==> src/port_d_pkg.sv <==
package port_d_pkg;
   localparam int ADDR_W = 12;
   // Printed offsets are register indexes; byte address is four times the index
   localparam logic [31:0] IDX_UPPER = 32'hFFFF83A0;
   localparam logic [31:0] IDX_LOWER = 32'hFFFF83A2;
   localparam logic [31:0] IDX_DIR = 32'hFFFF83A4;
   localparam logic [31:0] IDX_FUNC = 32'hFFFF83A6;
   localparam logic [31:0] IDX_STAT = 32'hFFFF83A8;
   localparam logic [ADDR_W-1:0] ADDR_UPPER = ADDR_W'(IDX_UPPER << 2);
   localparam logic [ADDR_W-1:0] ADDR_LOWER = ADDR_W'(IDX_LOWER << 2);
   localparam logic [ADDR_W-1:0] ADDR_DIR = ADDR_W'(IDX_DIR << 2);
   localparam logic [ADDR_W-1:0] ADDR_FUNC = ADDR_W'(IDX_FUNC << 2);
   localparam logic [ADDR_W-1:0] ADDR_STAT = ADDR_W'(IDX_STAT << 2);
   localparam logic [15:0] DATA_RESET = 16'h0000;
   localparam logic [31:0] DIR_RESET = 32'h00000000;
   localparam logic [15:0] ALT_RESET = 16'h0000;
   // Upper pins that keep an alternate function in single-chip mode
   localparam logic [15:0] ALT_SINGLE_MASK = 16'hC0FF;
   localparam int FUNC_ALT_LSB = 0;
   localparam int FUNC_UPPER_BUS_BIT = 16;
   localparam int FUNC_LOWER_BUS_BIT = 17;
   localparam int STAT_MODE_LSB = 0;
   localparam int STAT_WIDE_BIT = 2;
   localparam int STAT_DONE_BIT = 3;
   localparam logic [1:0] STRAP_SETTLE = 2'h2;
   typedef enum logic [1:0] {MODE_EXT0, MODE_EXT1, MODE_EXT2, MODE_SINGLE} mode_e;
   typedef enum logic [1:0] {ROLE_PORT, ROLE_BUS, ROLE_ALT} role_e;
   typedef struct packed {
      logic lower_bus;
      logic upper_bus;
      logic [15:0] alt;
   } func_s;
endpackage : port_d_pkg

==> src/port_d_data.sv <==
`timescale 1ns/1ps
// How it works
// 16-bit upper register maps pins 31..16
// output port pins drive their register bit
// output pins read back register bit
// input pins read back sampled pin level
// input pin writes store but never drive
// power-on reset clears both data registers
// no other reset or sleep clears them
// small package: register works, no pins
// upper register decoded, all access sizes
// lower register decoded, all access sizes
// mode selects bus, port or alternate
// other functions: direction picks read source
// byte access touches only its lane
module port_d_data
   import port_d_pkg::*;
#(
   parameter bit WIDE_PACKAGE = 1'b1
) (
   input wire logic pclk, // 25 MHz bus clock
   input wire logic presetn, // Power-on reset, active low
   input wire logic psel, // APB select
   input wire logic penable, // APB enable
   input wire logic pwrite, // APB write
   input wire logic [ADDR_W-1:0] paddr, // APB byte address
   input wire logic [31:0] pwdata, // APB write data
   input wire logic [3:0] pstrb, // APB byte strobes
   output logic [31:0] prdata, // APB read data
   output logic pready, // APB ready
   output logic pslverr, // APB error on unmapped address
   input wire logic [1:0] mode_pins, // Operating mode strap
   input wire logic [31:0] pin_in, // Pin levels
   output logic [31:0] pin_out, // Pin drive values
   output logic [31:0] pin_oe_n, // Pin drive enables, low drives
   input wire logic [31:0] func_out, // Bus or alternate drive values
   input wire logic [31:0] func_drive, // Bus or alternate drive requests
   output logic [31:0] pin_level, // Synchronised pin levels
   output logic [31:0] port_owned // High where a pin acts as port
);
   logic [31:0] pin_meta_reg, pin_sync_reg;
   logic [1:0] mode_meta_reg, mode_sync_reg;
   logic [1:0] settle_reg, settle_next;
   logic done_reg, done_next;
   mode_e mode_reg, mode_next;
   logic [15:0] upper_reg, upper_next, lower_reg, lower_next;
   logic [31:0] dir_reg, dir_next;
   func_s func_reg, func_next;
   logic [31:0] prdata_reg, prdata_next;
   logic [31:0] pin_out_reg, pin_out_next, oe_n_reg, oe_n_next;
   role_e role [32];
   logic [31:0] port_vec, drive_vec, other_vec, port_rd;
   logic setup, access, wr, hit_upper, hit_lower, hit_dir, hit_func, hit_stat, hit;

   function automatic logic [15:0] merge16(input logic [15:0] old, input logic [15:0] d,
                                           input logic [1:0] strb);
      merge16 = {strb[1] ? d[15:8] : old[15:8], strb[0] ? d[7:0] : old[7:0]};
   endfunction : merge16

   // Pins and strap cross in through two flops
   always_ff @(posedge pclk or negedge presetn) begin
      if (!presetn) begin
         pin_meta_reg <= 32'h00000000;
         pin_sync_reg <= 32'h00000000;
         mode_meta_reg <= 2'h0;
         mode_sync_reg <= 2'h0;
      end else begin
         pin_meta_reg <= pin_in;
         pin_sync_reg <= pin_meta_reg;
         mode_meta_reg <= mode_pins;
         mode_sync_reg <= mode_meta_reg;
      end
   end

   // Strap is caught once, after the synchroniser has filled
   always_comb begin
      settle_next = settle_reg;
      done_next = done_reg;
      mode_next = mode_reg;
      if (!done_reg) begin
         if (settle_reg == STRAP_SETTLE) begin
            done_next = 1'b1;
            case (mode_sync_reg)
               2'h0: mode_next = MODE_EXT0;
               2'h1: mode_next = MODE_EXT1;
               2'h2: mode_next = MODE_EXT2;
               default: mode_next = MODE_SINGLE;
            endcase
         end else begin
            settle_next = settle_reg + 2'h1;
         end
      end
   end

   always_ff @(posedge pclk or negedge presetn) begin
      if (!presetn) begin
         settle_reg <= 2'h0;
         done_reg <= 1'b0;
         mode_reg <= MODE_EXT0;
      end else begin
         settle_reg <= settle_next;
         done_reg <= done_next;
         mode_reg <= mode_next;
      end
   end

   // Pin role by mode
   always_comb begin
      for (int i = 0; i < 16; i++) begin
         role[i] = ROLE_PORT;
         role[i+16] = ROLE_PORT;
         case (mode_reg)
            MODE_EXT1: begin
               role[i] = ROLE_BUS;
               role[i+16] = ROLE_BUS;
            end
            MODE_EXT0, MODE_EXT2: begin
               if (mode_reg == MODE_EXT0 || func_reg.lower_bus)
                  role[i] = ROLE_BUS;
               if (func_reg.upper_bus)
                  role[i+16] = ROLE_BUS;
               else if (func_reg.alt[i])
                  role[i+16] = ROLE_ALT;
            end
            MODE_SINGLE: begin
               if (func_reg.alt[i] && ALT_SINGLE_MASK[i])
                  role[i+16] = ROLE_ALT;
            end
            default: role[i] = ROLE_PORT;
         endcase
      end
   end

   always_comb begin
      for (int i = 0; i < 32; i++) begin
         port_vec[i] = (role[i] == ROLE_PORT);
      end
      drive_vec = port_vec & dir_reg;
      other_vec = ~port_vec & func_drive;
      if (!done_reg) begin
         drive_vec = 32'h00000000;
         other_vec = 32'h00000000;
      end
      if (!WIDE_PACKAGE) begin
         drive_vec[31:16] = 16'h0000;
         other_vec[31:16] = 16'h0000;
      end
      // Read source follows direction for port and other roles alike
      port_rd = (dir_reg & {upper_reg, lower_reg}) | (~dir_reg & pin_sync_reg);
      if (!WIDE_PACKAGE)
         port_rd[31:16] = upper_reg;
   end

   // Pin drivers: port pins from the register, others from their function
   always_comb begin
      pin_out_next = (drive_vec & {upper_reg, lower_reg}) | (other_vec & func_out);
      oe_n_next = ~(drive_vec | other_vec);
   end

   always_ff @(posedge pclk or negedge presetn) begin
      if (!presetn) begin
         pin_out_reg <= 32'h00000000;
         oe_n_reg <= 32'hFFFFFFFF;
      end else begin
         pin_out_reg <= pin_out_next;
         oe_n_reg <= oe_n_next;
      end
   end

   // APB slave, no wait states
   assign setup = psel && !penable;
   assign access = psel && penable;
   assign hit_upper = (paddr == ADDR_UPPER);
   assign hit_lower = (paddr == ADDR_LOWER);
   assign hit_dir = (paddr == ADDR_DIR);
   assign hit_func = (paddr == ADDR_FUNC);
   assign hit_stat = (paddr == ADDR_STAT);
   assign hit = hit_upper || hit_lower || hit_dir || hit_func || hit_stat;
   assign wr = access && pwrite;

   always_comb begin
      upper_next = upper_reg;
      lower_next = lower_reg;
      dir_next = dir_reg;
      func_next = func_reg;
      prdata_next = prdata_reg;
      if (wr && hit_upper)
         upper_next = merge16(upper_reg, pwdata[15:0], pstrb[1:0]);
      if (wr && hit_lower)
         lower_next = merge16(lower_reg, pwdata[15:0], pstrb[1:0]);
      if (wr && hit_dir) begin
         for (int b = 0; b < 4; b++) begin
            if (pstrb[b])
               dir_next[b*8 +: 8] = pwdata[b*8 +: 8];
         end
      end
      if (wr && hit_func) begin
         func_next.alt = merge16(func_reg.alt, pwdata[15:0], pstrb[1:0]);
         if (pstrb[2]) begin
            func_next.upper_bus = pwdata[FUNC_UPPER_BUS_BIT];
            func_next.lower_bus = pwdata[FUNC_LOWER_BUS_BIT];
         end
      end
      if (setup && !pwrite) begin
         prdata_next = 32'h00000000;
         if (hit_upper)
            prdata_next[15:0] = port_rd[31:16];
         if (hit_lower)
            prdata_next[15:0] = port_rd[15:0];
         if (hit_dir)
            prdata_next = dir_reg;
         if (hit_func)
            prdata_next[17:0] = func_reg;
         if (hit_stat) begin
            prdata_next[STAT_MODE_LSB +: 2] = mode_reg;
            prdata_next[STAT_WIDE_BIT] = WIDE_PACKAGE;
            prdata_next[STAT_DONE_BIT] = done_reg;
         end
      end
   end

   // Only power-on reset clears these; no other reset reaches them
   always_ff @(posedge pclk or negedge presetn) begin
      if (!presetn) begin
         upper_reg <= DATA_RESET;
         lower_reg <= DATA_RESET;
         dir_reg <= DIR_RESET;
         func_reg <= '{lower_bus: 1'b0, upper_bus: 1'b0, alt: ALT_RESET};
         prdata_reg <= 32'h00000000;
      end else begin
         upper_reg <= upper_next;
         lower_reg <= lower_next;
         dir_reg <= dir_next;
         func_reg <= func_next;
         prdata_reg <= prdata_next;
      end
   end

   assign prdata = prdata_reg;
   assign pready = 1'b1;
   assign pslverr = access && !hit;
   assign pin_out = pin_out_reg;
   assign pin_oe_n = oe_n_reg;
   assign pin_level = pin_sync_reg;
   assign port_owned = port_vec;
endmodule : port_d_data

==> config.mk <==
export PLATFORM = sky130hd
export DESIGN_NAME = port_d_data
export DESIGN_NICKNAME = d
export VERILOG_FILES = /design/src/port_d_pkg.sv /design/src/port_d_data.sv
export SDC_FILE = /design/constraint.sdc
export NUM_CORES = 1
export LEC_CHECK = 0
export ABC_AREA = 1
export ABC_CLOCK_PERIOD_IN_PS = 2120
export BUFFER_PORTS_ARGS = -buffer_cell sky130_fd_sc_hd__clkbuf_2
export CAP_MARGIN = 20
export CORE_MARGIN = 5
export CORE_UTILIZATION = 30
export CTS_BUF_LIST = sky130_fd_sc_hd__clkbuf_16
export CTS_CLUSTER_SIZE = 12
export DETAILED_ROUTE_END_ITERATION = 8
export SLEW_MARGIN = 20
export SYNTH_ARGS = -nofsm -noshare
export SYNTH_HDL_FRONTEND = slang
export SYNTH_SLANG_ARGS = --single-unit
==> constraint.sdc <==
create_clock -name pclk -period 2.12 [get_ports pclk]
set_input_delay 0.318 -clock pclk [delete_from_list [all_inputs] [get_ports pclk]]
set_output_delay 0.318 -clock pclk [all_outputs]
set_load 0.005 [all_outputs]
Word level (Yosys, flattened, before mapping)
Index checks and enable logic that the tools add are counted.
- mux-type cells: 60
- equal/unequal tests: 11
- bitwise logic cells: 14
- add/subtract/negate cells: 1
- reduce and logical (&&, ||, !) cells: 50
- operator list (operator ; number):
    32-bit AND ; 6
    32-bit 2-to-1 mux ; 3
    32-bit NOT ; 3
    32-bit bitwise OR ; 3
    2-bit case mux with 3 select lines ; 11
    2-bit 2-to-1 mux ; 32
    12-bit equality test, second input constant ; 5
    2-bit zero test ; 19
    16-bit 2-to-1 mux ; 2
    2-bit AND reduction ; 13
    2-bit case mux with 2 select lines ; 6
    18-bit 2-to-1 mux ; 1
    1-bit logical AND ; 9
    2-bit equality test, second input constant ; 4
    1-bit logical OR ; 5
    2-bit by 1-bit equality test with 1-bit output, second input constant ; 2
    4-bit 2-to-1 mux ; 1
    1-bit zero test ; 3
    1-bit 2-to-1 mux ; 3
    2-bit by 1-bit adder with 2-bit output, second input constant ; 1
    1-bit NOT ; 2
    1-bit case mux with 2 select lines ; 1
    2-bit OR reduction ; 1
- logic and storage cells: 158
- bits in registers: 251
- output and inout bits: 162

Longest topological paths before layout
Gate-level depths: netlist (run 1).
- word-level depth: 10
- depth in mapped cells: 10
- gate-level depth less buffers: 9

Least setup slack after synthesis (run 1)
No wires, ideal clock.
- path kind: flip-flop to flip-flop
- start point: register mode_reg[0]
- end point: register oe_n_reg[10], in the netlist pin_oe_n[10]
- data required time: 2.047 ns
- buffers on the path: 1
- slack: 0.497 ns
- stages on the path, launching flop included: 7
- arrival time: 1.550 ns
- path through: dfrtp_1 o21ai_0 inv_1 nor2_1 clkbuf_1 a22o_1 inv_1
- cells in the longest elaborated chain, start to end: 10
- elaborated cells between the ends (all ways): 15
- RTL lines (element ; RTL line ; source):
    start: declaration ; port_d_data.sv:45 ; mode_e mode_reg, mode_next;
    start signal: assignment ; port_d_data.sv:103 ; mode_reg <= mode_next;
    2-bit zero test ; n/a ;
    1-bit logical OR ; n/a ;
    1-bit 2-to-1 mux ; n/a ;
    1-bit case mux with 2 select lines * ; n/a ;
    2-bit zero test * ; n/a ;
    via port_owned[0] ; port_d_data.sv:39 ; output logic [31:0] port_owned
    32-bit NOT ; port_d_data.sv:139 ; other_vec = ~port_vec & func_drive;
    32-bit AND ; port_d_data.sv:139 ;
    32-bit 2-to-1 mux ; port_d_data.sv:140 ; if (!done_reg) begin
    32-bit bitwise OR * ; port_d_data.sv:157 ; oe_n_next = ~(drive_vec | other_vec);
    32-bit NOT * ; port_d_data.sv:157 ;
    via oe_n_next[10] ; port_d_data.sv:50 ; logic [31:0] pin_out_reg, pin_out_next, oe_n_reg, oe_n_next;
    end signal: assignment ; port_d_data.sv:166 ; oe_n_reg <= oe_n_next;
    end: declaration ; port_d_data.sv:50 ;
The timed path passes the listed nets; every way through them passes the cells marked *.
A chain may end at the register's enable or synchronous reset.

Final worst setup path (run 1)
- start point: register mode_reg[0]
- end point: output port_owned[31]
- cells in the longest elaborated chain, start to end: 4
- elaborated cells between the ends (all ways): 7
- RTL lines (element ; RTL line ; source):
    2-bit equality test / 2-bit zero test (equally long branches) ; port_d_data.sv:112 ; case (mode_reg)
    2-bit OR reduction ; port_d_data.sv:112 ;
    2-bit case mux with 3 select lines * ; port_d_data.sv:112 ;
    2-bit zero test * ; port_d_data.sv:136 ; port_vec[i] = (role[i] == ROLE_PORT);
    end: declaration ; port_d_data.sv:39 ;
Mark *: on every way between the ends. The rest lies on a longest branch, timed or not.

==> results.toml, run 1 <==
[grt]
overflow = 0
antenna_found_initial = 3
grt_pass1_wl_um = 54000
grt_start_max_net_pins = 75
grt_pass1_vias = 9425
grtUsageTotal_pct = 17.8

[die]
die_h_um = 194
die_area_sq_mm = 0.0377
die_w_um = 194
start_util_pct = 30.4
rows = 67
pin_count = 313
fp.coreArea_sq_mm = 0.0335

[critical_path]
crit_top_cell = "nor2_4"
cp_data_arrival_time_ns = 1.73
slowest_delay_ns = 0.45
endpoint_kind = "output port"
slowest_stage = "dfrtp_2"
worstSetupStartpointType = "flop"
crit_chain = "nor2_4, nor2_4, buf_12, nor2_1, clkbuf_2"
crit_path_max_fanout = 10
crit_type = "reg2out"
worstPathRequired_ns = 1.80
crit_family = "flip-flops"
cp_num_buf_inv = 2

[cts]
insertion_delay_ns = 0.55
root_buffer = "clkbuf_16"
ctsHtreeMaxLevel = 1
clock-sinks = 251
cts.clk_slew.worst_paths_ns = 0.06
numCtsBuffers = 29
cts_tree = "yes"
cts_buffer_depth = 3

[drt]
routedWlPerCell_um = 17.3
ant_nets = 0
firstDrtPassIters = 5
drtIter0Drc = 425
vias_per_cell = 4.57
finalWirelength_um = 34000
drc = 0
dr_total_vias = 8983

[timing]
final-max-slew-violation-count = 0
final-hold-violation-count = 0
period_needed_ns = 2.05
fin_ws_ns = 0.0694
worst_slew_pin_slew_ns = 0.502
tns_ns = 0
fin_crit_sh_pct = 96.7
slew_headroom_pct = 66.5
finalSetupViolCount = 0
clock_skew_ns = 0.0123
holdWs_ns = 0.0207
max_freq_mhz = 488

[logic_synthesis]
synth_area_sq_mm = 0.0102
avgSynthCellArea_sq_um = 9.38
synth_warnings = 0
synth_seq_area_share_pct = 62.1
synth_cell_types = 31
syn_inst = 1085
syn-num-nets = 1237
synth_seq_cells = 251

[worst_hold_path]
holdCritPathClass = "in2reg"

[flow_run]
cap_violations = 0

[placed_design]
io_buffers = 311
gp_congestion = 0.887
hpwl_um = 25700
pre_cts_ws_ns = 0.126

[cells_and_area]
drive_above_1_share_pct = 29.3
layout_common_cells = "clkbuf_2, nand2_1, dfrtp_1, inv_1, nand3_1"
final_common_cell = "clkbuf_2"
area_growth_pct = 40.5
fin_nets = 1646

[pwr]
power.density_mw_per_mm2 = 774
ir_worst_vdd_v = 0.000612
p_leak_uw = 0.00731

[status]
status = "completed"
==> Yosys cell counts, drive strengths merged <==
| cell type | number | share of area, % |
|---|---|---|
| nor3 | 3 | 0.26 |
| nor4 | 1 | 0.062 |
| inv | 117 | 4.3 |
| a21oi | 15 | 0.74 |
| mux2 | 5 | 0.55 |
| clkbuf | 36 | 1.3 |
| nand4 | 40 | 2.5 |
| buf | 21 | 1.6 |
| nand2 | 263 | 9.9 |
| ha | 1 | 0.12 |
| dfstp | 32 | 8.3 |
| conb | 1 | 0.037 |
| o21ai | 115 | 5.7 |
| o21bai | 3 | 0.22 |
| or2 | 1 | 0.062 |
| nand3 | 121 | 6.0 |
| a22o | 14 | 1.2 |
| xor2 | 1 | 0.086 |
| nor2 | 67 | 2.6 |
| dfrtp | 219 | 54 |
| mux2i | 3 | 0.30 |
| o22ai | 6 | 0.37 |
==> metal layers <==
layer	track usage, %	share of wire [%]	wire length [um]	vias to the layer above
li1	-	-	-	4353
met1	25.2	46	15600	4244
met4	5.96	3.1	1070	2
met2	27.5	44	15100	318
met3	3.39	6.5	2220	66
met5	0	0.026	9	-
==> logic make-up (layout without fill, tap and decap cells) <==
family                   count (synthesis)  in the layout  share of synthesized area, %
AO/OA/AOI/OAI                          153            153                          8.19
XOR/XNOR                                 1              1                        0.0861
adder cells (fa/ha/maj)                  1              1                         0.123
buffers and inverters                  174            606                          7.22
flip-flops                             251            251                          62.1
multiplexers                             8              8                         0.848
other                                    1              3                        0.0368
AND/OR/NAND/NOR                        496            496                          21.4
==> through the flow <==
| stage | area [sq um] | util [%] | cells | power (uW) |
|---|---|---|---|---|
| 6_report | 14300 | 42.6 | 1967 | 11100 |
| 5_1_grt | 14300 | 42.6 | 1967 | 11500 |
| 4_1_cts | 14200 | 42.5 | 1964 | 11200 |
| 3_5_place_dp | 12300 | 36.7 | 1816 | 5820 |
| 3_3_place_gp | 12300 | 36.7 | 1816 | 5800 |
| 2_1_floorplan | 10200 | - | 1085 | 5310 |
==> repair_timing <==
item                       in CTS  in global routing
hold buffers                   94                  0
setup endpoints to repair      26                 37
setup buffers                   0                  1
hold endpoints to repair      232                  0
gates resized for setup         4                  8
==> area by class of cell <==
cell class / instances / area (sq um)
Inverter: 117 / 439
Tap cell: 448 / 561
Fill cell: 3260 / 19200
Clock buffer: 29 / 726
Timing Repair Buffer: 435 / 2810
Clock inverter: 25 / 268
Sequential cell: 251 / 6320
Multi-Input combinational cell: 660 / 3170
Antenna cell: 2 / 5.00
==> tightest hold or removal path, cell delays in order <==
cell and delay [ns]:
clkbuf_2 0.08, nand3_1 0.07, nand2_1 0.06
==> worst paths after layout <==
path                                 start              to  slack (ns)  cells past startpoint
max in group asynchronous          presetn    pin_oe_n[26]        1.18                      3
hold / removal                  pwdata[23]     dir_reg[23]        0.02                      3
min in group asynchronous          presetn   pin_level[19]        0.22                      2
hold reg to reg            pin_meta_reg[1]    pin_level[1]        0.34                      0
setup / recovery               mode_reg[0]  port_owned[31]        0.07                      5
setup reg to reg               mode_reg[0]      pin_out[9]        0.21                      7
==> power breakdown <==
part,switching [uW],internal (uW)
sequential,53.7,4940
combinational,472,400
clock,2000,3200
No activity file was read; power rests on OpenSTA's default activity.
==> inputs of run 2 (changes only) <==
Settings changed: ABC_CLOCK_PERIOD_IN_PS 2120 to 2400, SLEW_MARGIN 20 to 40.
Clock period 2.12 ns to 2.4 ns, I/O delays scaled along.
==> run 2 against run 1 <==
Worst hold slack better by 0.012 ns. Register-to-register slack better by 0.39 ns. Setup slack better by 0.12 ns. Clock skew is 0.0039 ns higher. Cell area is 5.3% lower. Largest cell class unchanged. Clock power is 18% lower.
==> results.toml, run 2 (synthesized netlist as in run 1, its figures left out) <==
[status]
status = "completed"

[drt]
met3WireLength_um = 2510
ant_nets = 0
firstDrtPassIters = 5
vias_per_cell = 4.58
drtIter0Drc = 450
drc = 0
m1WireLength_um = 15100
top_layer = "met4"
wl_met2_um = 14500
routedWlPerCell_um = 17.4
dr_total_vias = 8712
finalWirelength_um = 33000

[cells_and_area]
fin_nets = 1581
layout_common_cells = "clkbuf_2, nand2_1, dfrtp_1, inv_1, nand3_1"
drive_above_1_share_pct = 29.8
final_common_cell = "clkbuf_2"
area_growth_pct = 33.1

[grt]
grtUsageTotal_pct = 17.3
grt_pass1_vias = 9081
antenna_found_initial = 2
grt_pass1_wl_um = 52100
overflow = 0
grt_start_max_net_pins = 67

[timing]
clock_skew_ns = 0.0161
fin_crit_sh_pct = 91.9
rsz0062_at_grt = "false"
holdWs_ns = 0.0330
max_freq_mhz = 453
period_needed_ns = 2.21
final-max-slew-violation-count = 0
final-hold-violation-count = 0
finalSetupViolCount = 0
slew_headroom_pct = 64.0
worst_slew_pin_slew_ns = 0.534
tns_ns = 0

[placed_design]
hpwl_um = 25300
gp_congestion = 0.905
io_buffers = 311

[die]
rows = 67
start_util_pct = 30.4
die_area_sq_mm = 0.0377
fp.coreArea_sq_mm = 0.0335
die_w_um = 194
die_h_um = 194
pin_count = 313

[critical_path]
crit_type = "reg2out"
worstSetupStartpointType = "flop"
endpoint_kind = "output port"
crit_path_max_fanout = 17
worstPathRequired_ns = 2.04
cp_data_arrival_time_ns = 1.85

[pwr]
p_int_uw = 7160
ir_worst_vdd_v = 0.000490
swShare_pct = 23.5
power.switching_uw = 2200
p_leak_uw = 0.00700
p_comb_share_pct = 7.3
p_seq_share_pct = 47.1
finalPower_uw = 9360
power.density_mw_per_mm2 = 691
power_frac_clock_pct = 45.6

[cts]
cts.clk_slew.worst_paths_ns = 0.06
numCtsBuffers = 29
ctsHtreeMaxLevel = 1
cts_tree = "yes"
clock-sinks = 251
root_buffer = "clkbuf_16"
cts_setup_buffers = 0
insertion_delay_ns = 0.55
cts_buffer_depth = 3

[flow_run]
cap_violations = 0

[worst_hold_path]
holdCritPathClass = "in2reg"
run 2: changes by cell type in the layout (fill, tap and decap cells not counted), sizes merged:
cell	delta
dlygate4sd3	-59
bufinv	-3
buf	-6
clkinv	+3
run 2: timing repair:
| item | in CTS | in global routing |
|---|---|---|
| endpoints found under the setup margin | 10 | 17 |
| hold endpoints to repair | 90 | 0 |
| resized for setup | 1 | 2 |
| hold buffers | 35 | 0 |
run 2: power groups by stage:
stage,logic [uW],registers [uW],clock network [uW]
after CTS,695,4410,4390
after global placement,641,4480,0
after floorplan,206,4480,0
after global routing,767,4420,4570
final,680,4410,4270
after detailed placement,646,4480,0
run 2: final cells by class:
type / instances / area (sq um)
Timing Repair Buffer: 370 / 2150
Inverter: 117 / 439
Sequential cell: 251 / 6320
Tap cell: 448 / 561
Clock buffer: 29 / 726
Clock inverter: 25 / 196
Fill cell: 3367 / 20000
Multi-Input combinational cell: 660 / 3150
Antenna cell: 2 / 5.00
run 2: critical path, cell delays in order, from the launching register on:
cell and delay [ns]:
dfrtp_1 0.42, o21ai_0 0.47, inv_2 0.24, clkbuf_2 0.17
run 2: final timing paths:
kind / from / to / slack, ns / cells past startpoint
max: mode_reg[0] / port_owned[2] / 0.19 / 3
min: func_drive[22] / pin_oe_n[22] / 0.03 / 4
max reg2reg: mode_reg[0] / pin_out[3] / 0.60 / 6
min reg2reg: pin_meta_reg[14] / pin_level[14] / 0.34 / 0
max in group asynchronous: presetn / pin_oe_n[3] / 1.24 / 3
min in group asynchronous: presetn / pin_meta_reg[19] / 0.36 / 2
run 2: per-layer routing:
layer  vias up  track usage [%]
li1       4215                -
met4         0             5.10
met5         -                0
met1      4108             24.7
met2       337             26.6
met3        52             3.60
run 2: per-stage QoR:
| step | util [%] | setup slack [ns] | cell area (sq um) | std cells |
|---|---|---|---|---|
| 2_1_floorplan | - | 0.739 | 10200 | 1085 |
| 3_3_place_gp | 36.6 | 0.251 | 12300 | 1811 |
| 3_5_place_dp | 36.6 | 0.315 | 12300 | 1811 |
| 4_1_cts | 40.4 | 0.0453 | 13500 | 1900 |
| 5_1_grt | 40.4 | 0.0752 | 13500 | 1902 |
| 6_report | 40.4 | 0.194 | 13500 | 1902 |
==> inputs of run 3 (changes only) <==
Settings changed: ABC_AREA 1 to default.
==> run 3 against run 2 <==
Cell area increased by 2.0%. Utilization increased by 0.59 points. Total power up 1.6%. Count of clock-buffer cells in the layout unchanged. Wire length is 0.32% higher. Synthesized cell count decreased by 26%.
==> results.toml, run 3 <==
[logic_synthesis]
synth_cell_types = 53
synth_edf_count = 0
synth-main-ff-cell = "dfrtp_1"
synth_top_area_cell = "dfrtp_1"
yosysMostFrequentCell = "dfrtp_1"
synth_common_cells = "dfrtp_1, mux2_2, nand2_1, nand3_1, dfstp_2"
syn-num-nets = 950
yosysTopAreaCellShare_pct = 53.3
synthArstFlopShare_pct = 100
synth_seq_area_share_pct = 61.5
synth_area_sq_mm = 0.0103
avgSynthCellArea_sq_um = 12.9
syn_inst = 798
synth_seq_cells = 251
synth_area_leaders = "dfrtp_1, mux2_2, dfstp_2"
synth_warnings = 0

[pwr]
power.density_mw_per_mm2 = 688
p_leak_uw = 0.00683
finalPower_uw = 9510
ir_worst_vdd_v = 0.000455

[critical_path]
critPathLaunch = "mode_reg[0]"
crit_path_max_fanout = 12
r2r_slack_ns = 0.48
cp_data_arrival_time_ns = 1.86
worstSetupStartpointType = "flop"
worstPathRequired_ns = 2.04
crit_cells = 4
crit_chain = "nand2_2, buf_4, o21ai_1, clkbuf_2"
crit_type = "reg2out"
crit_family = "buffers and inverters"
endpoint_kind = "output port"
slowest_delay_ns = 0.42
cp_num_buf_inv = 2
worstReg2RegStart = "func_reg[17]"
r2r_cells = 6
slowest_stage = "dfrtp_1"

[placed_design]
hpwl_um = 25900
io_buffers = 311
pre_cts_ws_ns = 0.136
gp_congestion = 0.849
place_area_sq_mm = 0.0125

[drt]
ant_nets = 0
drtIter0Drc = 304
drc = 0
dr_total_vias = 7666
finalWirelength_um = 33100
firstDrtPassIters = 5
routedWlPerCell_um = 20.3
vias_per_cell = 4.70

[die]
pin_count = 313
die_area_sq_mm = 0.0381
start_util_pct = 30.5
die_w_um = 195
die_h_um = 195
rows = 67
fp.coreArea_sq_mm = 0.0337

[cells_and_area]
final_area_sq_mm = 0.0138
drive_above_1_share_pct = 47.4
fin_nets = 1310
area_growth_pct = 34.4
layout_common_cells = "clkbuf_2, dfrtp_1, mux2_2, nand2_1, nand3_1"
final_common_cell = "clkbuf_2"
fillers = 3284

[timing]
finalSetupViolCount = 0
fin_crit_sh_pct = 92.3
final-max-slew-violation-count = 0
period_needed_ns = 2.22
fin_ws_ns = 0.184
clock_skew_ns = 0.0131
rsz0062_at_grt = "false"
worst_slew_pin_slew_ns = 0.659
max_freq_mhz = 451
slew_headroom_pct = 55.6
final-hold-violation-count = 0

[cts]
clock-sinks = 251
cts.clk_slew.worst_paths_ns = 0.06
ctsHtreeMaxLevel = 1
insertion_delay_ns = 0.54
numCtsBuffers = 29
root_buffer = "clkbuf_16"
cts_tree = "yes"
cts_buffer_depth = 3

[worst_hold_path]
min_from = "pwdata[19]"
holdCritPathClass = "in2reg"
min_path_cells = 2

[flow_run]
cap_violations = 0

[grt]
grt_start_max_net_pins = 65
grtUsageTotal_pct = 16.8
overflow = 0
grt_pass1_vias = 8127
antenna_found_initial = 6
grt_pass1_wl_um = 50200

[status]
status = "completed"
## run 3: where the power goes
group	switching (uW)	leakage [uW]	internal (uW)
Sequential	51.0	0.00320	4370
Combinational	408	0.00315	339
Clock	1730	0.000482	2610
## run 3: layout make-up
type                       count  area [sq um]  area share [%]
antenna                        3          7.51          0.0544
clock buffer                  29           726            5.25
clock inverter                24           211            1.53
inverter                      13          52.6           0.381
multi-input combinational    481          3690            26.7
sequential                   251          6320            45.8
tap                          448           561            4.06
timing repair buffer         382          2240            16.2
## run 3: worst register-to-register path, delay by kind of cell, from the launching register on
kind	cells	cell delay, ns
compound gates	1	0.28
simple gates	1	0.07
flops	1	0.38
buf+inv	3	0.73
mux	1	0.38
## run 3: final timing paths
check                                    to
max in group asynchronous      pin_oe_n[28]
hold / removal                  dir_reg[19]
hold reg to reg            mode_sync_reg[1]
min in group asynchronous  pin_meta_reg[14]
setup / recovery             port_owned[24]
setup reg to reg               pin_oe_n[15]
## run 3: per-stage QoR
| step | setup TNS [ns] | utilization [%] | hold WS [ns] | cells |
|---|---|---|---|---|
| after floorplan | 0 | - | 0.0644 | 798 |
| after global placement | 0 | 37.0 | 0.331 | 1539 |
| after detailed placement | 0 | 37.0 | 0.335 | 1539 |
| after CTS | -1.28 | 40.8 | 0.0226 | 1628 |
| after global routing | 0 | 41.0 | 0.0315 | 1631 |
| final | 0 | 41.0 | 0.0443 | 1631 |
## run 3: layer usage
layer  GRT usage, %  up-vias  wire [um]
li1               -     3599          -
met1           24.0     3747      15300
met2           26.4      264      15000
met3           3.69       50       2130
met4           4.06        6        654
met5              0        -         38
## run 3: kinds of logic after synthesis
logic type	count (synthesis)	share of synthesized area, %
AO/OA/AOI/OAI	154	10.3
XOR/XNOR	1	0.0852
adder cells (fa/ha/maj)	1	0.122
buffers and inverters	66	3.12
flip-flops	251	61.5
multiplexers	143	15.3
other	1	0.0365
AND/OR/NAND/NOR	181	9.47
## run 3: repair_timing
item	4_1_cts	5_1_grt
buffers inserted	1	0
hold buffers	35	0
endpoints found under the hold margin	84	0
resized for setup	0	20
setup endpoints to repair	32	32
pin swaps	1	0
